$ cat config.mk
export PLATFORM = sky130hd
export DESIGN_NAME = rtc_serial_port
export DESIGN_NICKNAME = d
export VERILOG_FILES = /design/src/hw/rsp_pkg.sv /design/src/hw/rsp_wr_buffer.sv /design/src/hw/rtc_serial_port.sv
export SDC_FILE = /design/constraint.sdc
export NUM_CORES = 1
export LEC_CHECK = 0
export BUFFER_PORTS_ARGS = -buffer_cell sky130_fd_sc_hd__buf_2
export CAP_MARGIN = 20
export CORE_ASPECT_RATIO = 1.25
export CORE_MARGIN = 10
export CORE_UTILIZATION = 30
export CTS_CLUSTER_SIZE = 20
export DETAILED_ROUTE_END_ITERATION = 7
export PLACE_DENSITY = 0.54
export RECOVER_POWER = 25
export SLEW_MARGIN = 5
export SYNTH_ARGS = -nofsm -noshare
export SYNTH_HDL_FRONTEND = slang
export SYNTH_SLANG_ARGS = --single-unit
export TNS_END_PERCENT = 5
$ cat constraint.sdc
create_clock -name clock -period 3.4 [get_ports clock]
set_input_delay 0.17 -clock clock [delete_from_list [all_inputs] [get_ports clock]]
set_output_delay 0.17 -clock clock [all_outputs]
set_load 0.01 [all_outputs]
$ cat src/hw/rsp_pkg.sv
// rsp_pkg: constants and carrier types for the serial slave port
// assumes: included before every design file of the port
package rsp_pkg;
    // ========================================
    // address map of the register side
    localparam logic [6:0] RSP_CLK_LO   = 7'h00;  // first clock register
    localparam logic [6:0] RSP_CLK_HI   = 7'h1F;  // last clock register
    localparam logic [6:0] RSP_RAM_LO   = 7'h20;  // first user memory byte
    localparam logic [6:0] RSP_RAM_HI   = 7'h7F;  // last user memory byte
    localparam logic [6:0] RSP_ALM0_LO  = 7'h07;  // first alarm-0 register
    localparam logic [6:0] RSP_ALM0_HI  = 7'h0A;  // last alarm-0 register
    // ========================================
    // framing and reset values
    localparam int         RSP_BYTE_BITS = 8;     // bits in a group
    localparam logic [2:0] RSP_BIT_LAST  = 3'h7;  // index of last bit of a group
    localparam logic [2:0] RSP_BIT_RST   = 3'h0;  // bit counter after reset
    localparam logic [7:0] RSP_BYTE_RST  = 8'h00; // shift register after reset
    localparam int         RSP_BUF_DEPTH = 2;     // entries in the write buffer
    localparam int         RSP_SYNC_LEN  = 2;     // synchroniser stages

    // ========================================
    // one written byte on its way to the register side
    typedef struct packed {
        logic [6:0] addr; // target location
        logic [7:0] data; // byte written
    } rsp_wr_t;

    // frame phase
    typedef enum logic [2:0] {
        RSP_IDLE = 3'b001,  // no frame
        RSP_ADDR = 3'b010,  // receiving address byte
        RSP_DATA = 3'b100   // data bytes of the burst
    } rsp_state_t;
endpackage : rsp_pkg

$ cat src/hw/rsp_wr_buffer.sv
// rsp_wr_buffer: two-entry valid/ready buffer for written bytes
// assumes: one clock, synchronous active-high reset
`timescale 1ns/1ps
`default_nettype none
module rsp_wr_buffer
    import rsp_pkg::*;
#(
    parameter int DEPTH = RSP_BUF_DEPTH  // entries, power of two
) (
    input  wire logic    clock,
    input  wire logic    sys_rst,
    input  wire rsp_wr_t inData,
    input  wire logic    inValid,
    output logic         inReady,
    output rsp_wr_t      outData,
    output logic         outValid,
    input  wire logic    outReady
);
    localparam int AW = $clog2(DEPTH);

    // elaboration check: pointer math needs a power of two
    if (DEPTH < 2 || (DEPTH & (DEPTH - 1)) != 0) begin : g_bad
        $error("rsp_wr_buffer: DEPTH must be a power of two >= 2");
    end

    // ========================================
    // storage and pointers, one extra bit tells full from empty
    rsp_wr_t          mem_q [DEPTH];  // entries
    logic    [AW:0]   wrPtr_q;        // write pointer
    logic    [AW:0]   rdPtr_q;        // read pointer
    wire logic        pushEn = inValid && inReady;
    wire logic        popEn  = outValid && outReady;

    assign inReady  = (wrPtr_q - rdPtr_q) != (AW + 1)'(DEPTH); // honest full
    assign outValid = wrPtr_q != rdPtr_q;                      // honest empty
    assign outData  = mem_q[rdPtr_q[AW-1:0]];

    // ========================================
    // pointer update
    always_ff @(posedge clock) begin
        if (sys_rst) begin
            wrPtr_q <= '0;
            rdPtr_q <= '0;
        end else begin
            if (pushEn) wrPtr_q <= wrPtr_q + 1'b1;
            if (popEn)  rdPtr_q <= rdPtr_q + 1'b1;
        end
    end

    // entries need no reset, valid covers them
    always_ff @(posedge clock) begin
        if (pushEn) mem_q[wrPtr_q[AW-1:0]] <= inData;
    end
endmodule : rsp_wr_buffer
`default_nettype wire

$ cat src/hw/rtc_serial_port.sv
// rtc_serial_port: serial slave port of a real-time clock
// assumes: all pins are asynchronous to clock and are synchronised here;
// the register side answers reads combinationally from rdAddr
`timescale 1ns/1ps
`default_nettype none

module rtc_serial_port
    import rsp_pkg::*;
(
    input  wire logic       clock,
    input  wire logic       sys_rst,
    input  wire logic       interface_select_strap, // high: four-wire
    input  wire logic       serialClkPin,           // serial clock from master
    input  wire logic       chipEnablePin,          // transfer select, active high
    input  wire logic       serial_in_pin,          // data in (also shared line in)
    output logic            serial_out_pin,         // data out / shared line out
    output logic            serialOutEn,            // high while driving data out
    output logic [6:0]      rdAddr,                 // location being read
    input  wire logic [7:0] rdData,                 // byte at rdAddr
    output logic            rdStrobe,               // read data taken
    output rsp_wr_t         wrWord,                 // byte to store
    output logic            wrValid,                // wrWord valid
    input  wire logic       wrReady,                // register side accepts
    output logic            alarm0ClearPulse        // clear alarm0_match_flag
);
    // ========================================
    // pin synchronisers, stage one read by stage two only
    logic [1:0] sclkSync_q;   // serial clock
    logic [1:0] ceSync_q;     // transfer select
    logic [1:0] dinSync_q;    // data in
    logic [1:0] modeSync_q;   // strap
    always_ff @(posedge clock) begin
        if (sys_rst) begin
            sclkSync_q <= 2'h0;
            ceSync_q   <= 2'h0;
            dinSync_q  <= 2'h0;
            modeSync_q <= 2'h0;
        end else begin
            sclkSync_q <= {sclkSync_q[0], serialClkPin};
            ceSync_q   <= {ceSync_q[0], chipEnablePin};
            dinSync_q  <= {dinSync_q[0], serial_in_pin};
            modeSync_q <= {modeSync_q[0], interface_select_strap};
        end
    end

    // delayed copies for edge finding
    logic sclkPrev_q;   // last synced clock level
    logic cePrev_q;     // last synced select level
    always_ff @(posedge clock) begin
        if (sys_rst) begin
            sclkPrev_q <= 1'b0;
            cePrev_q   <= 1'b0;
        end else begin
            sclkPrev_q <= sclkSync_q[1];
            cePrev_q   <= ceSync_q[1];
        end
    end

    // ========================================
    // decode of edges and mode
    wire logic sclkNow  = sclkSync_q[1];
    wire logic ceNow    = ceSync_q[1];
    wire logic dinNow   = dinSync_q[1];
    wire logic sclkRise = sclkNow && !sclkPrev_q;
    wire logic sclkFall = !sclkNow && sclkPrev_q;
    wire logic ceRise   = ceNow && !cePrev_q;    // frame starts
    wire logic ceFall   = !ceNow && cePrev_q;    // frame ends

    // mode and polarity, latched at frame start only
    logic spiMode_q;   // 1 four-wire, 0 three-wire
    logic idlePol_q;   // clock level at select rise
    always_ff @(posedge clock) begin
        if (sys_rst) begin
            spiMode_q <= 1'b1;
            idlePol_q <= 1'b0;
        end else if (ceRise) begin
            spiMode_q <= modeSync_q[1];
            idlePol_q <= sclkNow;
        end
    end

    // strobe edge returns to idle level in four-wire mode; three-wire rises
    // (four-wire modes 1 and 3: shift on leave, latch on return)
    wire logic leaveIdle = idlePol_q ? sclkFall : sclkRise;
    wire logic backIdle  = idlePol_q ? sclkRise : sclkFall;
    wire logic active    = ceNow && !ceRise;
    wire logic strobeEv  = active && (spiMode_q ? backIdle : sclkRise);
    wire logic shiftEv   = active && (spiMode_q ? leaveIdle : sclkFall);

    // ========================================
    // frame state and byte assembly
    rsp_state_t state_q;      // frame phase
    logic [2:0] bitCnt_q;     // bits received in group
    logic [7:0] rxShift_q;    // incoming bits
    logic [7:0] txShift_q;    // outgoing bits
    logic [6:0] ptr_q;        // address pointer
    logic       isWrite_q;    // direction of the burst

    // incoming bit placed by order: MSB first or LSB first
    wire logic [7:0] rxNext   = spiMode_q ? {rxShift_q[6:0], dinNow}
                                          : {dinNow, rxShift_q[7:1]};
    wire logic       byteDone = strobeEv && (bitCnt_q == RSP_BIT_LAST);
    wire logic [6:0] addrIn   = rxNext[6:0];
    wire logic       dirIn    = rxNext[7];

    // wrap inside the current space
    wire logic       inClk    = ptr_q <= RSP_CLK_HI;
    wire logic [6:0] ptrInc   = (inClk && ptr_q == RSP_CLK_HI) ? RSP_CLK_LO
                              : (ptr_q == RSP_RAM_HI) ? RSP_RAM_LO
                              : ptr_q + 7'h01;
    wire logic       hitAlm0  = addrIn >= RSP_ALM0_LO && addrIn <= RSP_ALM0_HI;
    wire logic       hitAlmInc = ptrInc >= RSP_ALM0_LO && ptrInc <= RSP_ALM0_HI;

    // write bytes leave through the buffer; a byte pushed into a full buffer
    // is dropped, since pushWr does not wait for bufInReady
    rsp_wr_t    bufIn;
    logic       bufInReady;
    logic       pushWr;
    assign bufIn  = '{addr: ptr_q, data: rxNext};
    assign pushWr = byteDone && state_q == RSP_DATA && isWrite_q;

    // frame state machine
    always_ff @(posedge clock) begin
        if (sys_rst || ceFall || !ceNow) begin
            state_q  <= RSP_IDLE;
            bitCnt_q <= RSP_BIT_RST;
        end else begin
            unique case (state_q)
                RSP_IDLE: begin
                    if (ceRise) state_q <= RSP_ADDR;
                    bitCnt_q <= RSP_BIT_RST;
                end
                RSP_ADDR: begin
                    if (strobeEv) bitCnt_q <= bitCnt_q + 3'h1;
                    if (byteDone) state_q <= RSP_DATA;
                end
                RSP_DATA: begin
                    if (strobeEv) bitCnt_q <= bitCnt_q + 3'h1;
                end
                default: state_q <= RSP_IDLE;
            endcase
        end
    end

    // receive shifter
    always_ff @(posedge clock) begin
        if (sys_rst || !ceNow) rxShift_q <= RSP_BYTE_RST;
        else if (strobeEv)     rxShift_q <= rxNext;
    end

    // pointer and direction
    always_ff @(posedge clock) begin
        if (sys_rst) begin
            ptr_q     <= RSP_CLK_LO;
            isWrite_q <= 1'b0;
        end else if (byteDone && state_q == RSP_ADDR) begin
            ptr_q     <= addrIn;
            isWrite_q <= dirIn;
        end else if (byteDone && state_q == RSP_DATA) begin
            ptr_q     <= ptrInc;
        end
    end

    // alarm-0 flag clear whenever pointer lands in that group
    always_ff @(posedge clock) begin
        if (sys_rst) alarm0ClearPulse <= 1'b0;
        else alarm0ClearPulse <= byteDone && ((state_q == RSP_ADDR && hitAlm0)
                                 || (state_q == RSP_DATA && hitAlmInc));
    end

    // ========================================
    // read path: load on the shift edge that opens each byte
    wire logic readPhase = state_q == RSP_DATA && !isWrite_q;
    wire logic loadTx    = readPhase && shiftEv && bitCnt_q == RSP_BIT_RST;
    wire logic [7:0] txNext = spiMode_q ? {txShift_q[6:0], 1'b0} : {1'b0, txShift_q[7:1]};

    // readPhase alone gates shifting; the enable follows it
    always_ff @(posedge clock) begin
        if (sys_rst || !ceNow) begin
            txShift_q <= RSP_BYTE_RST;
        end else if (loadTx) begin
            txShift_q <= rdData;
        end else if (readPhase && shiftEv) begin
            txShift_q <= txNext;
        end
    end

    // bit on the line: first bit of a loaded byte comes from rdData
    wire logic [7:0] txSrc = loadTx ? rdData : txNext;
    wire logic       txBit = spiMode_q ? txSrc[7] : txSrc[0];

    // output pin and its enable, registered
    always_ff @(posedge clock) begin
        if (sys_rst || !ceNow) begin
            serial_out_pin <= 1'b0;
            serialOutEn    <= 1'b0;
        end else if (readPhase && shiftEv) begin
            serial_out_pin <= txBit;
            serialOutEn    <= 1'b1;
        end else if (!readPhase) begin
            serialOutEn    <= 1'b0;
        end
    end

    // read address and strobe to register side
    always_ff @(posedge clock) begin
        if (sys_rst) begin
            rdAddr   <= RSP_CLK_LO;
            rdStrobe <= 1'b0;
        end else begin
            rdAddr   <= (byteDone && state_q == RSP_ADDR) ? addrIn
                      : (byteDone && state_q == RSP_DATA) ? ptrInc : ptr_q;
            rdStrobe <= loadTx;
        end
    end

    // ========================================
    // write buffer toward register side
    rsp_wr_t bufOut;
    logic    bufOutValid;
    rsp_wr_buffer #(.DEPTH(RSP_BUF_DEPTH)) u_buf (
        .clock    (clock),
        .sys_rst  (sys_rst),
        .inData   (bufIn),
        .inValid  (pushWr),
        .inReady  (bufInReady),
        .outData  (bufOut),
        .outValid (bufOutValid),
        .outReady (wrReady && !wrValid)
    );

    // output register stage so outputs come from flops
    always_ff @(posedge clock) begin
        if (sys_rst) begin
            wrValid <= 1'b0;
            wrWord  <= '0;
        end else if (!wrValid && bufOutValid && wrReady) begin
            wrValid <= 1'b1;
            wrWord  <= bufOut;
        end else if (wrValid && wrReady) begin
            wrValid <= 1'b0;
        end
    end
endmodule : rtc_serial_port
`default_nettype wire

==> impl_metrics.csv, run 1 <==
group,metric,value,unit
sta,tightest_slew,1597,ps
cts,cts_buffers,9,
worst_setup_path,critPathCaptureType,"register",
detailed_routing,via_per_inst,4.812,
place,gp_congestion,0.8012,
cts,cts.hold.buffers_added,0,
run_status,failed_checks,"max-capacitance violations, max-slew violations",
cells_and_area,area_delta_synth_final,14.77,%
worst_setup_path,r2r_end,"u_buf.wrPtr_q[1]",
logic_synthesis,ys_top_cells_by_area,"dfxtp_1 (31%), edfxtp_1 (21%), mux2i_1 (8.8%)",
worst_setup_path,r2r_cells,6,
cells_and_area,diodes,0,
floorplan,start_util,30.54,%
logic_synthesis,synth_area,4219,µm²
logic_synthesis,synth_top_family_by_area,"simple AND/OR/NAND/NOR gates",
flow_run,drv_cap,1,
sta,hold_viol,0,
detailed_routing,routedWlPerCell,14.45,µm
worst_setup_path,cp.required,3570,ps
logic_synthesis,synth_mux_area_share,10.65,%
worst_setup_path,cpLargestDelayFamily,"simple AND/OR/NAND/NOR gates",
cells_and_area,drive_gt1_share,12.83,%
floorplan,num_rows,48,
logic_synthesis,synth-seq-area-share,52.67,%
grt,grt_max_degree,35,
logic_synthesis,yosysTopAreaCell,"dfxtp_1",
floorplan,die_height,152.6,µm
grt,antenna_found_initial,0,
cts,clkSinkCount,96,
logic_synthesis,synth_xor_area_share,2.699,%
grt,grt_first_pass_wirelength,14860,µm
grt,grt.total_usage,9.421,%
sta,rsz0062_at_grt,"no",
run_status,status,"finished with violations",
cts,clockBufferDepth,2,
power,p_per_area,448.4,nW/µm²
sta,holdWs,35.59,ps
cells_and_area,fillCellCount,1427,
cts,clkLatencyLatePin,340,ps
min_path,hold_start,"serialClkPin",
worst_setup_path,crit_type,"register to register",
sta,report.final.slew_viol_count,35,
cts,cts_tree,"built",
sta,setup_viol,0,
min_path,min_to,"sclkSync_q[0]",
detailed_routing,ant_nets,0,
logic_synthesis,synth_common_cells,"dfxtp_1 (66), nor2_1 (46), mux2i_1 (37)",
logic_synthesis,synthAdderAreaFrac,1.186,%
floorplan,fp.coreArea,13810,µm²
worst_setup_path,path_cells,"or3b_4, a211o_1, nor4b_4, buf_4, xnor2_1, nor2_1",
sta,finalSetupTns,0,ps
detailed_routing,drt-total-wl,9062,µm
place,dp_hpwl,6687,µm
sta,finClkSkew,7.980,ps
logic_synthesis,synth-edff-count,30,
cells_and_area,final_nets,466,
detailed_routing,firstDrtPassIters,4,
logic_synthesis,ys_ff_latch,96,
logic_synthesis,post-synth-top-area-fraction,31.32,%
min_path,hp-class,"primary input to register",
sta,finalCriticalPeriod,2579,ps
worst_setup_path,path_buf_inv,1,
grt,overflow,0,
place,io_buffers,41,
worst_setup_path,cp_slowest_cell,"nor4b_4",
logic_synthesis,synthSimpleGateAreaFrac,15.42,%
worst_setup_path,rrSetupSlack,820,ps
logic_synthesis,synthDistinctLibCells,45,
worst_setup_path,cp_slowest_stage_delay,600,ps
logic_synthesis,syn-instance-count,414,
logic_synthesis,synth_compound_area_share,13.02,%
floorplan,io_pins,42,
min_path,whs_path_depth,2,
worst_setup_path,arrival,2740,ps
cts,cts_root_buf,"clkbuf_16",
logic_synthesis,ys_async_sr_fraction,0,%
logic_synthesis,synth_most_common_cell,"dfxtp_1",
cts,clkTransAtPathRegs,60,ps
cts,ctsResizeCount,0,
sta,min_period_over_period,75.85,%
logic_synthesis,syn_nets,433,
power,p_leak,1.701,nW
grt,grt_pass1_vias,2924,
power,ir_drop,0.0002540,V
logic_synthesis,avgSynthCellArea,10.19,µm²
sta,slew_headroom,-6.441,%
detailed_routing,initialDrtViolationCount,205,
detailed_routing,drc,0,
sta,clock.fmax,387.8,MHz
cts,htreeDepth,3,
cts,cts_setup_buffers,0,
floorplan,dieWidth,126.1,µm
logic_synthesis,synthFlopType,"dfxtp_1",
detailed_routing,vias,3017,
worst_setup_path,reg2reg_from,"state_q[2]",
logic_synthesis,ys.warnings.count,0,
floorplan,dieArea,19240,µm²
worst_setup_path,crit_fanout,10,
worst_setup_path,start_kind,"register",
-- sequential cells by signal (all words and copies together) (netlist names), 3 cells and up --
name and count:
bitCnt_q 3, rxShift_q 8, wrWord 15, rdAddr 7
state_q 3, txShift_q 8, u_buf.mem_q 30
-- area by class of cell --
type	instances	area, µm²	share of cell area [%]
Clock buffer	11	242.7	5.013
Clock inverter	5	31.28	0.6460
Inverter	14	52.55	1.085
Multi-Input combinational cell	276	1826	37.70
Sequential cell	96	2222	45.89
Tap cell	175	219.0	4.522
Timing Repair Buffer	50	249.0	5.142
-- stage by stage --
step | worst slack, ps | total power, mW | instances | instance area, µm² | utilization (%)
final | 821.2 | 2.171 | 627 | 4842 | 35.05
after global routing | 650.1 | 2.256 | 627 | 4842 | 35.05
after CTS | 868.7 | 2.203 | 627 | 4866 | 35.23
after detailed placement | 874.9 | 1.264 | 611 | 4592 | 33.24
after global placement | 899.0 | 1.264 | 611 | 4592 | 33.24
after floorplan | 696.3 | 1.246 | 414 | 4219 | -
-- placed cells by master (no fill, tap or decap), types with 4 or more instances in the layout --
master,Yosys,routed
nor2_1,46,46
dfxtp_1,66,66
a21oi_1,18,18
mux2i_1,37,37
nand2_1,29,29
nand3_1,6,6
edfxtp_1,30,30
o21ai_0,30,30
nor2b_1,16,16
buf_4,1,8
mux2_2,5,5
nor3b_1,4,4
and3_1,4,4
ha_1,4,4
xnor2_1,7,7
clkbuf_1,17,18
nor4_1,4,4
buf_2,6,25
xor2_1,6,6
a211oi_1,23,23
a31oi_1,5,5
nor3_1,7,6
inv_1,14,14
clkbuf_16,0,9
-- logic make-up after synthesis --
logic type | after synthesis
AND/OR/NAND/NOR | 128
flip-flops | 96
AO/OA/AOI/OAI | 88
multiplexers | 43
buffers and inverters | 42
XOR/XNOR | 13
adder cells (fa/ha/maj) | 4
-- where the power goes --
| part | total, mW | leakage (nW) | internal (mW) | switching [mW] |
|---|---|---|---|---|
| clock | 0.934 | 0.137 | 0.515 | 0.419 |
| combinational | 0.0527 | 0.763 | 0.0212 | 0.0315 |
| sequential | 1.18 | 0.801 | 1.18 | 0.00462 |
| total | 2.17 | 1.70 | 1.72 | 0.455 |
-- per-layer routing --
layer / vias to the layer above / global-route usage (%) / share of wire (%)
met2: 41 / 16.04 / 50
met3: 10 / 3.133 / 4.2
li1: 1541 / - / -
met1: 1425 / 10.38 / 43
met4: 0 / 4.128 / 2.3
met5: - / 0 / 0
-- how the worst max path moves through the flow --
stage,end,start,slack (ps),cells after the start
floorplan,u_buf.mem_q[0][0],state_q[2],700,4
global route,u_buf.wrPtr_q[1],state_q[2],650,6
global placement,u_buf.wrPtr_q[1],state_q[2],900,6
detailed placement,u_buf.wrPtr_q[1],state_q[2],870,6
CTS,u_buf.wrPtr_q[1],state_q[2],870,6
finish,u_buf.wrPtr_q[1],state_q[2],820,6
-- worst reg2reg max path: stages (launching register included) --
cell     delay (ps)
dfxtp_1         520
or3b_4          470
a211o_1         350
nor4b_4         600
buf_4           280
xnor2_1         130
nor2_1           50
Note: power is estimated with default switching activity, not from simulation.
==> inputs of run 2 (changes only) <==
- clock period: 3.4 -> 2.5 ns (I/O delays scaled with it)
==> impl_metrics.csv, run 2 (synthesized netlist as in run 1, its figures left out) <==
group,metric,value,unit
run_status,status,"finished with violations",
run_status,failed_checks,"max-capacitance violations, max-slew violations",
min_path,hp-class,"primary input to register",
grt,antenna_found_initial,0,
power,ir_drop,0.0002988,V
floorplan,dieWidth,126.1,µm
detailed_routing,drc,0,
detailed_routing,firstDrtPassIters,4,
place,dp_hpwl,6633,µm
detailed_routing,via_per_inst,4.860,
worst_setup_path,r2r_cells,6,
flow_run,drv_cap,1,
floorplan,start_util,30.54,%
floorplan,fp.coreArea,13810,µm²
power,p_leak,1.740,nW
grt,grt_first_pass_wirelength,15270,µm
sta,slew_headroom,-4.453,%
cts,cts_setup_buffers,0,
cts,cts_root_buf,"clkbuf_16",
worst_setup_path,crit_fanout,11,
place,dpl_cell_area,4622,µm²
sta,report.final.slew_viol_count,35,
cells_and_area,largest_register_ff_count,30,
cts,clkLatencyLatePin,340,ps
sta,rsz0062_at_grt,"no",
grt,overflow,0,
floorplan,dieArea,19240,µm²
worst_setup_path,cp.required,2740,ps
detailed_routing,vias,3081,
detailed_routing,ant_nets,0,
detailed_routing,drt-total-wl,9327,µm
place,gp_congestion,0.7908,
grt,grt_pass1_vias,3049,
floorplan,io_pins,42,
cts,cts_buffers,9,
cts,clkTransAtPathRegs,70,ps
cells_and_area,final_cell_mix,"dfxtp_1 (66), nor2_1 (46), mux2i_1 (37), o21ai_0 (30), edfxtp_1 (30)",
sta,hold_viol,0,
power,p_per_area,624.2,nW/µm²
worst_setup_path,arrival,2540,ps
sta,min_period_over_period,92.04,%
cts,cts_tree,"built",
cts,clockBufferDepth,2,
cells_and_area,stdcell_area,4933,µm²
sta,tightest_slew,1567,ps
grt,grt.total_usage,9.642,%
floorplan,die_height,152.6,µm
sta,finalCriticalPeriod,2301,ps
grt,grt_max_degree,35,
cells_and_area,final-seq-area,2222,µm²
sta,setup_viol,0,
cells_and_area,fillCellCount,1391,
cells_and_area,diodes,0,
detailed_routing,initialDrtViolationCount,229,
cells_and_area,final_common_cell,"dfxtp_1",
sta,clock.fmax,434.6,MHz
sta,finClkSkew,6.755,ps
cts,clkSinkCount,96,
cts,htreeDepth,3,
cells_and_area,final_nets,473,
cells_and_area,drive_gt1_share,14.16,%
cells_and_area,multiInputGateArea,1828,µm²
detailed_routing,routedWlPerCell,14.71,µm
min_path,whs_path_depth,2,
sta,finalSetupTns,0,ps
worst_setup_path,crit_type,"register to register",
floorplan,num_rows,48,
worst_setup_path,critPathCaptureType,"register",
place,io_buffers,41,
cells_and_area,area_delta_synth_final,16.93,%
worst_setup_path,start_kind,"register",
## run 2: per-stage QoR
| step | utilization (%) | total power, mW | cells | setup WS (ps) | hold slack [ps] |
|---|---|---|---|---|---|
| 4_1_cts | 35.89 | 3.122 | 634 | 148.6 | 2.293 |
| 3_3_place_gp | 33.46 | 1.720 | 615 | 236.6 | 336.5 |
| 3_5_place_dp | 33.46 | 1.722 | 615 | 170.2 | 352.6 |
| 6_report | 35.72 | 3.080 | 634 | 199.0 | 9.393 |
| 5_1_grt | 35.72 | 3.190 | 634 | 42.59 | 15.12 |
| 2_1_floorplan | - | 1.695 | 414 | 235.1 | 253.2 |
## run 2: power breakdown
part / internal, mW / switching [mW]
Sequential: 1.60 / 0.00769
Clock: 0.787 / 0.604
Combinational: 0.0331 / 0.0429
## run 2: timing repair
item,in CTS,in global routing
endpoints found under the setup margin,0,1
hold buffers,3,0
gates resized for setup,0,1
hold endpoints to repair,3,0
## run 2: worst paths after layout
kind | from | end | slack (ps)
setup / recovery | rdAddr[0] | alarm0ClearPulse | 200
hold / removal | serial_in_pin | dinSync_q[0] | 9
setup reg to reg | rdAddr[0] | alarm0ClearPulse | 200
hold reg to reg | modeSync_q[0] | modeSync_q[1] | 440
## run 2: worst max-delay path, cell delays in order, from the launching register on
cell and delay, ps:
dfxtp_1 550, ha_2 370, nand3_1 170, xnor2_1 200, nor4_1 330, o311ai_0 280, a211oi_1 300
## run 2: per-layer routing
layer,share of wire (%),global-route usage [%],routed length (µm)
met5,0,0,0
met4,2.9,5.595,266
met3,4.1,2.158,383
met2,49,16.44,4601
met1,44,10.71,4075
## run 2: area by class of cell
| class | instances | share of cell area (%) |
|---|---|---|
| inverters | 14 | 1.065 |
| well taps | 175 | 4.438 |
| flip-flops and latches | 96 | 45.04 |
| repair buffers | 57 | 6.214 |
| multi-input cells | 276 | 37.05 |
| clock inverters | 7 | 1.623 |
| clock buffers | 9 | 4.565 |
==> inputs of run 3 (changes only) <==
- CELL_PAD_IN_SITES_DETAIL_PLACEMENT: default -> 1
- CELL_PAD_IN_SITES_GLOBAL_PLACEMENT: default -> 1
- PLACE_DENSITY: 0.54 -> default
- PLACE_DENSITY_LB_ADDON: default -> 0.1
==> impl_metrics.csv, run 3 (synthesized netlist as in run 1, its figures left out) <==
group,metric,value,unit
sta,hold_viol,0,
power,p_leak,1.780,nW
floorplan,start_util,30.54,%
place,io_buffers,41,
sta,setup_viol,0,
sta,finalCriticalPeriod,2307,ps
worst_setup_path,critPathCaptureType,"register",
worst_setup_path,crit_fanout,11,
cells_and_area,multiInputGateArea,1826,µm²
worst_setup_path,crit_type,"register to register",
cts,cts_tree,"built",
worst_setup_path,cp.required,2750,ps
detailed_routing,vias,3109,
place,dp_hpwl,7688,µm
worst_setup_path,start_kind,"register",
floorplan,fp.coreArea,13810,µm²
floorplan,num_rows,48,
floorplan,dieWidth,126.1,µm
grt,grt_max_degree,35,
grt,grt.total_usage,11.18,%
detailed_routing,ant_nets,0,
cells_and_area,stdcell_area,4995,µm²
cells_and_area,largest_register_ff_count,30,
cts,clkLatencyLatePin,350,ps
detailed_routing,firstDrtPassIters,4,
sta,min_period_over_period,92.26,%
detailed_routing,via_per_inst,4.873,
grt,overflow,0,
cells_and_area,final_cell_mix,"dfxtp_1 (66), nor2_1 (46), mux2i_1 (37), o21ai_0 (30), edfxtp_1 (30)",
grt,grt_first_pass_wirelength,17350,µm
floorplan,io_pins,42,
cells_and_area,diodes,0,
cts,cts_buffers,9,
cells_and_area,fin_cells,638,
power,ir_drop,0.0002745,V
worst_setup_path,arrival,2550,ps
power,p_per_area,649.7,nW/µm²
place,gp_congestion,0.7524,
sta,finClkSkew,6.440,ps
cells_and_area,final_common_cell,"dfxtp_1",
grt,grt_pass1_vias,3233,
cells_and_area,area_delta_synth_final,18.39,%
cells_and_area,fillCellCount,1578,
cts,clkTransAtPathRegs,70,ps
detailed_routing,routedWlPerCell,16.57,µm
sta,slew_headroom,53.88,%
cells_and_area,drive_gt1_share,14.25,%
place,dpl_cell_area,4644,µm²
flow_run,drv_cap,0,
min_path,hp-class,"primary input to register",
cts,cts.hold.buffers_added,4,
cts,cts_setup_buffers,0,
cells_and_area,final_nets,477,
detailed_routing,drt-total-wl,10570,µm
place,placed_cells,618,
detailed_routing,drc,0,
cts,cts_root_buf,"clkbuf_16",
grt,antenna_found_initial,0,
sta,rsz0062_at_grt,"no",
cts,ctsResizeCount,0,
sta,clock.fmax,433.5,MHz
sta,tightest_slew,684.6,ps
cts,htreeDepth,3,
cells_and_area,final-seq-area,2222,µm²
floorplan,dieArea,19240,µm²
sta,report.final.slew_viol_count,0,
floorplan,die_height,152.6,µm
cts,clkSinkCount,96,
cts,clockBufferDepth,2,
detailed_routing,initialDrtViolationCount,85,
run_status,status,"finished, final reports clean",
## run 3: path summary, 6_finish.rpt
kind / from / endpoint / slack [ps] / cells past startpoint
worst max-delay path: rdAddr[1] / alarm0ClearPulse / 190 / 6
worst min-delay path: rdData[3] / txShift_q[3] / 120 / 5
worst min register to register: sclkSync_q[0] / sclkSync_q[1] / 440 / 1
worst max register to register: rdAddr[1] / alarm0ClearPulse / 190 / 6
## run 3: through the flow
| stage | total power, mW | TNS (ps) | setup WS, ps | hold slack [ps] | utilization, % |
|---|---|---|---|---|---|
| 3_5_place_dp | 1.725 | 0 | 211.8 | 342.0 | 33.62 |
| 6_report | 3.245 | 0 | 193.4 | 119.4 | 36.16 |
| 3_3_place_gp | 1.725 | -6.713 | -6.713 | 341.6 | 33.62 |
| 4_1_cts | 3.303 | 0 | 181.6 | 108.1 | 36.35 |
| 2_1_floorplan | 1.695 | 0 | 235.1 | 253.2 | - |
| 5_1_grt | 3.373 | 0 | 24.49 | 146.6 | 36.16 |
## run 3: power by group
group | internal, mW | switching (mW) | total [mW]
clock network | 0.944 | 0.609 | 1.55
logic | 0.0358 | 0.0457 | 0.0815
registers | 1.60 | 0.00715 | 1.61
## run 3: routing by layer
| layer | vias to the layer above | routed length, µm | track usage, % |
|---|---|---|---|
| li1 | 1569 | - | - |
| met5 | - | 0 | 0 |
| met1 | 1473 | 4729 | 13.12 |
| met2 | 54 | 5203 | 18.52 |
| met4 | 0 | 269 | 6.029 |
| met3 | 13 | 370 | 2.367 |
## run 3: worst max-delay path, cell delays in order (launching register included)
cell and delay (ps):
dfxtp_1 480, ha_1 440, nand3_1 220, xnor2_1 200, nor4_1 300, o311ai_0 240, a211oi_1 320
## run 3: area by class of cell
type	instances	area share (%)
Clock inverter	5	1.653
Sequential cell	96	44.49
Timing Repair Buffer	61	6.789
Inverter	14	1.052
Clock buffer	11	5.085
Multi-Input combinational cell	276	36.55
Tap cell	175	4.384
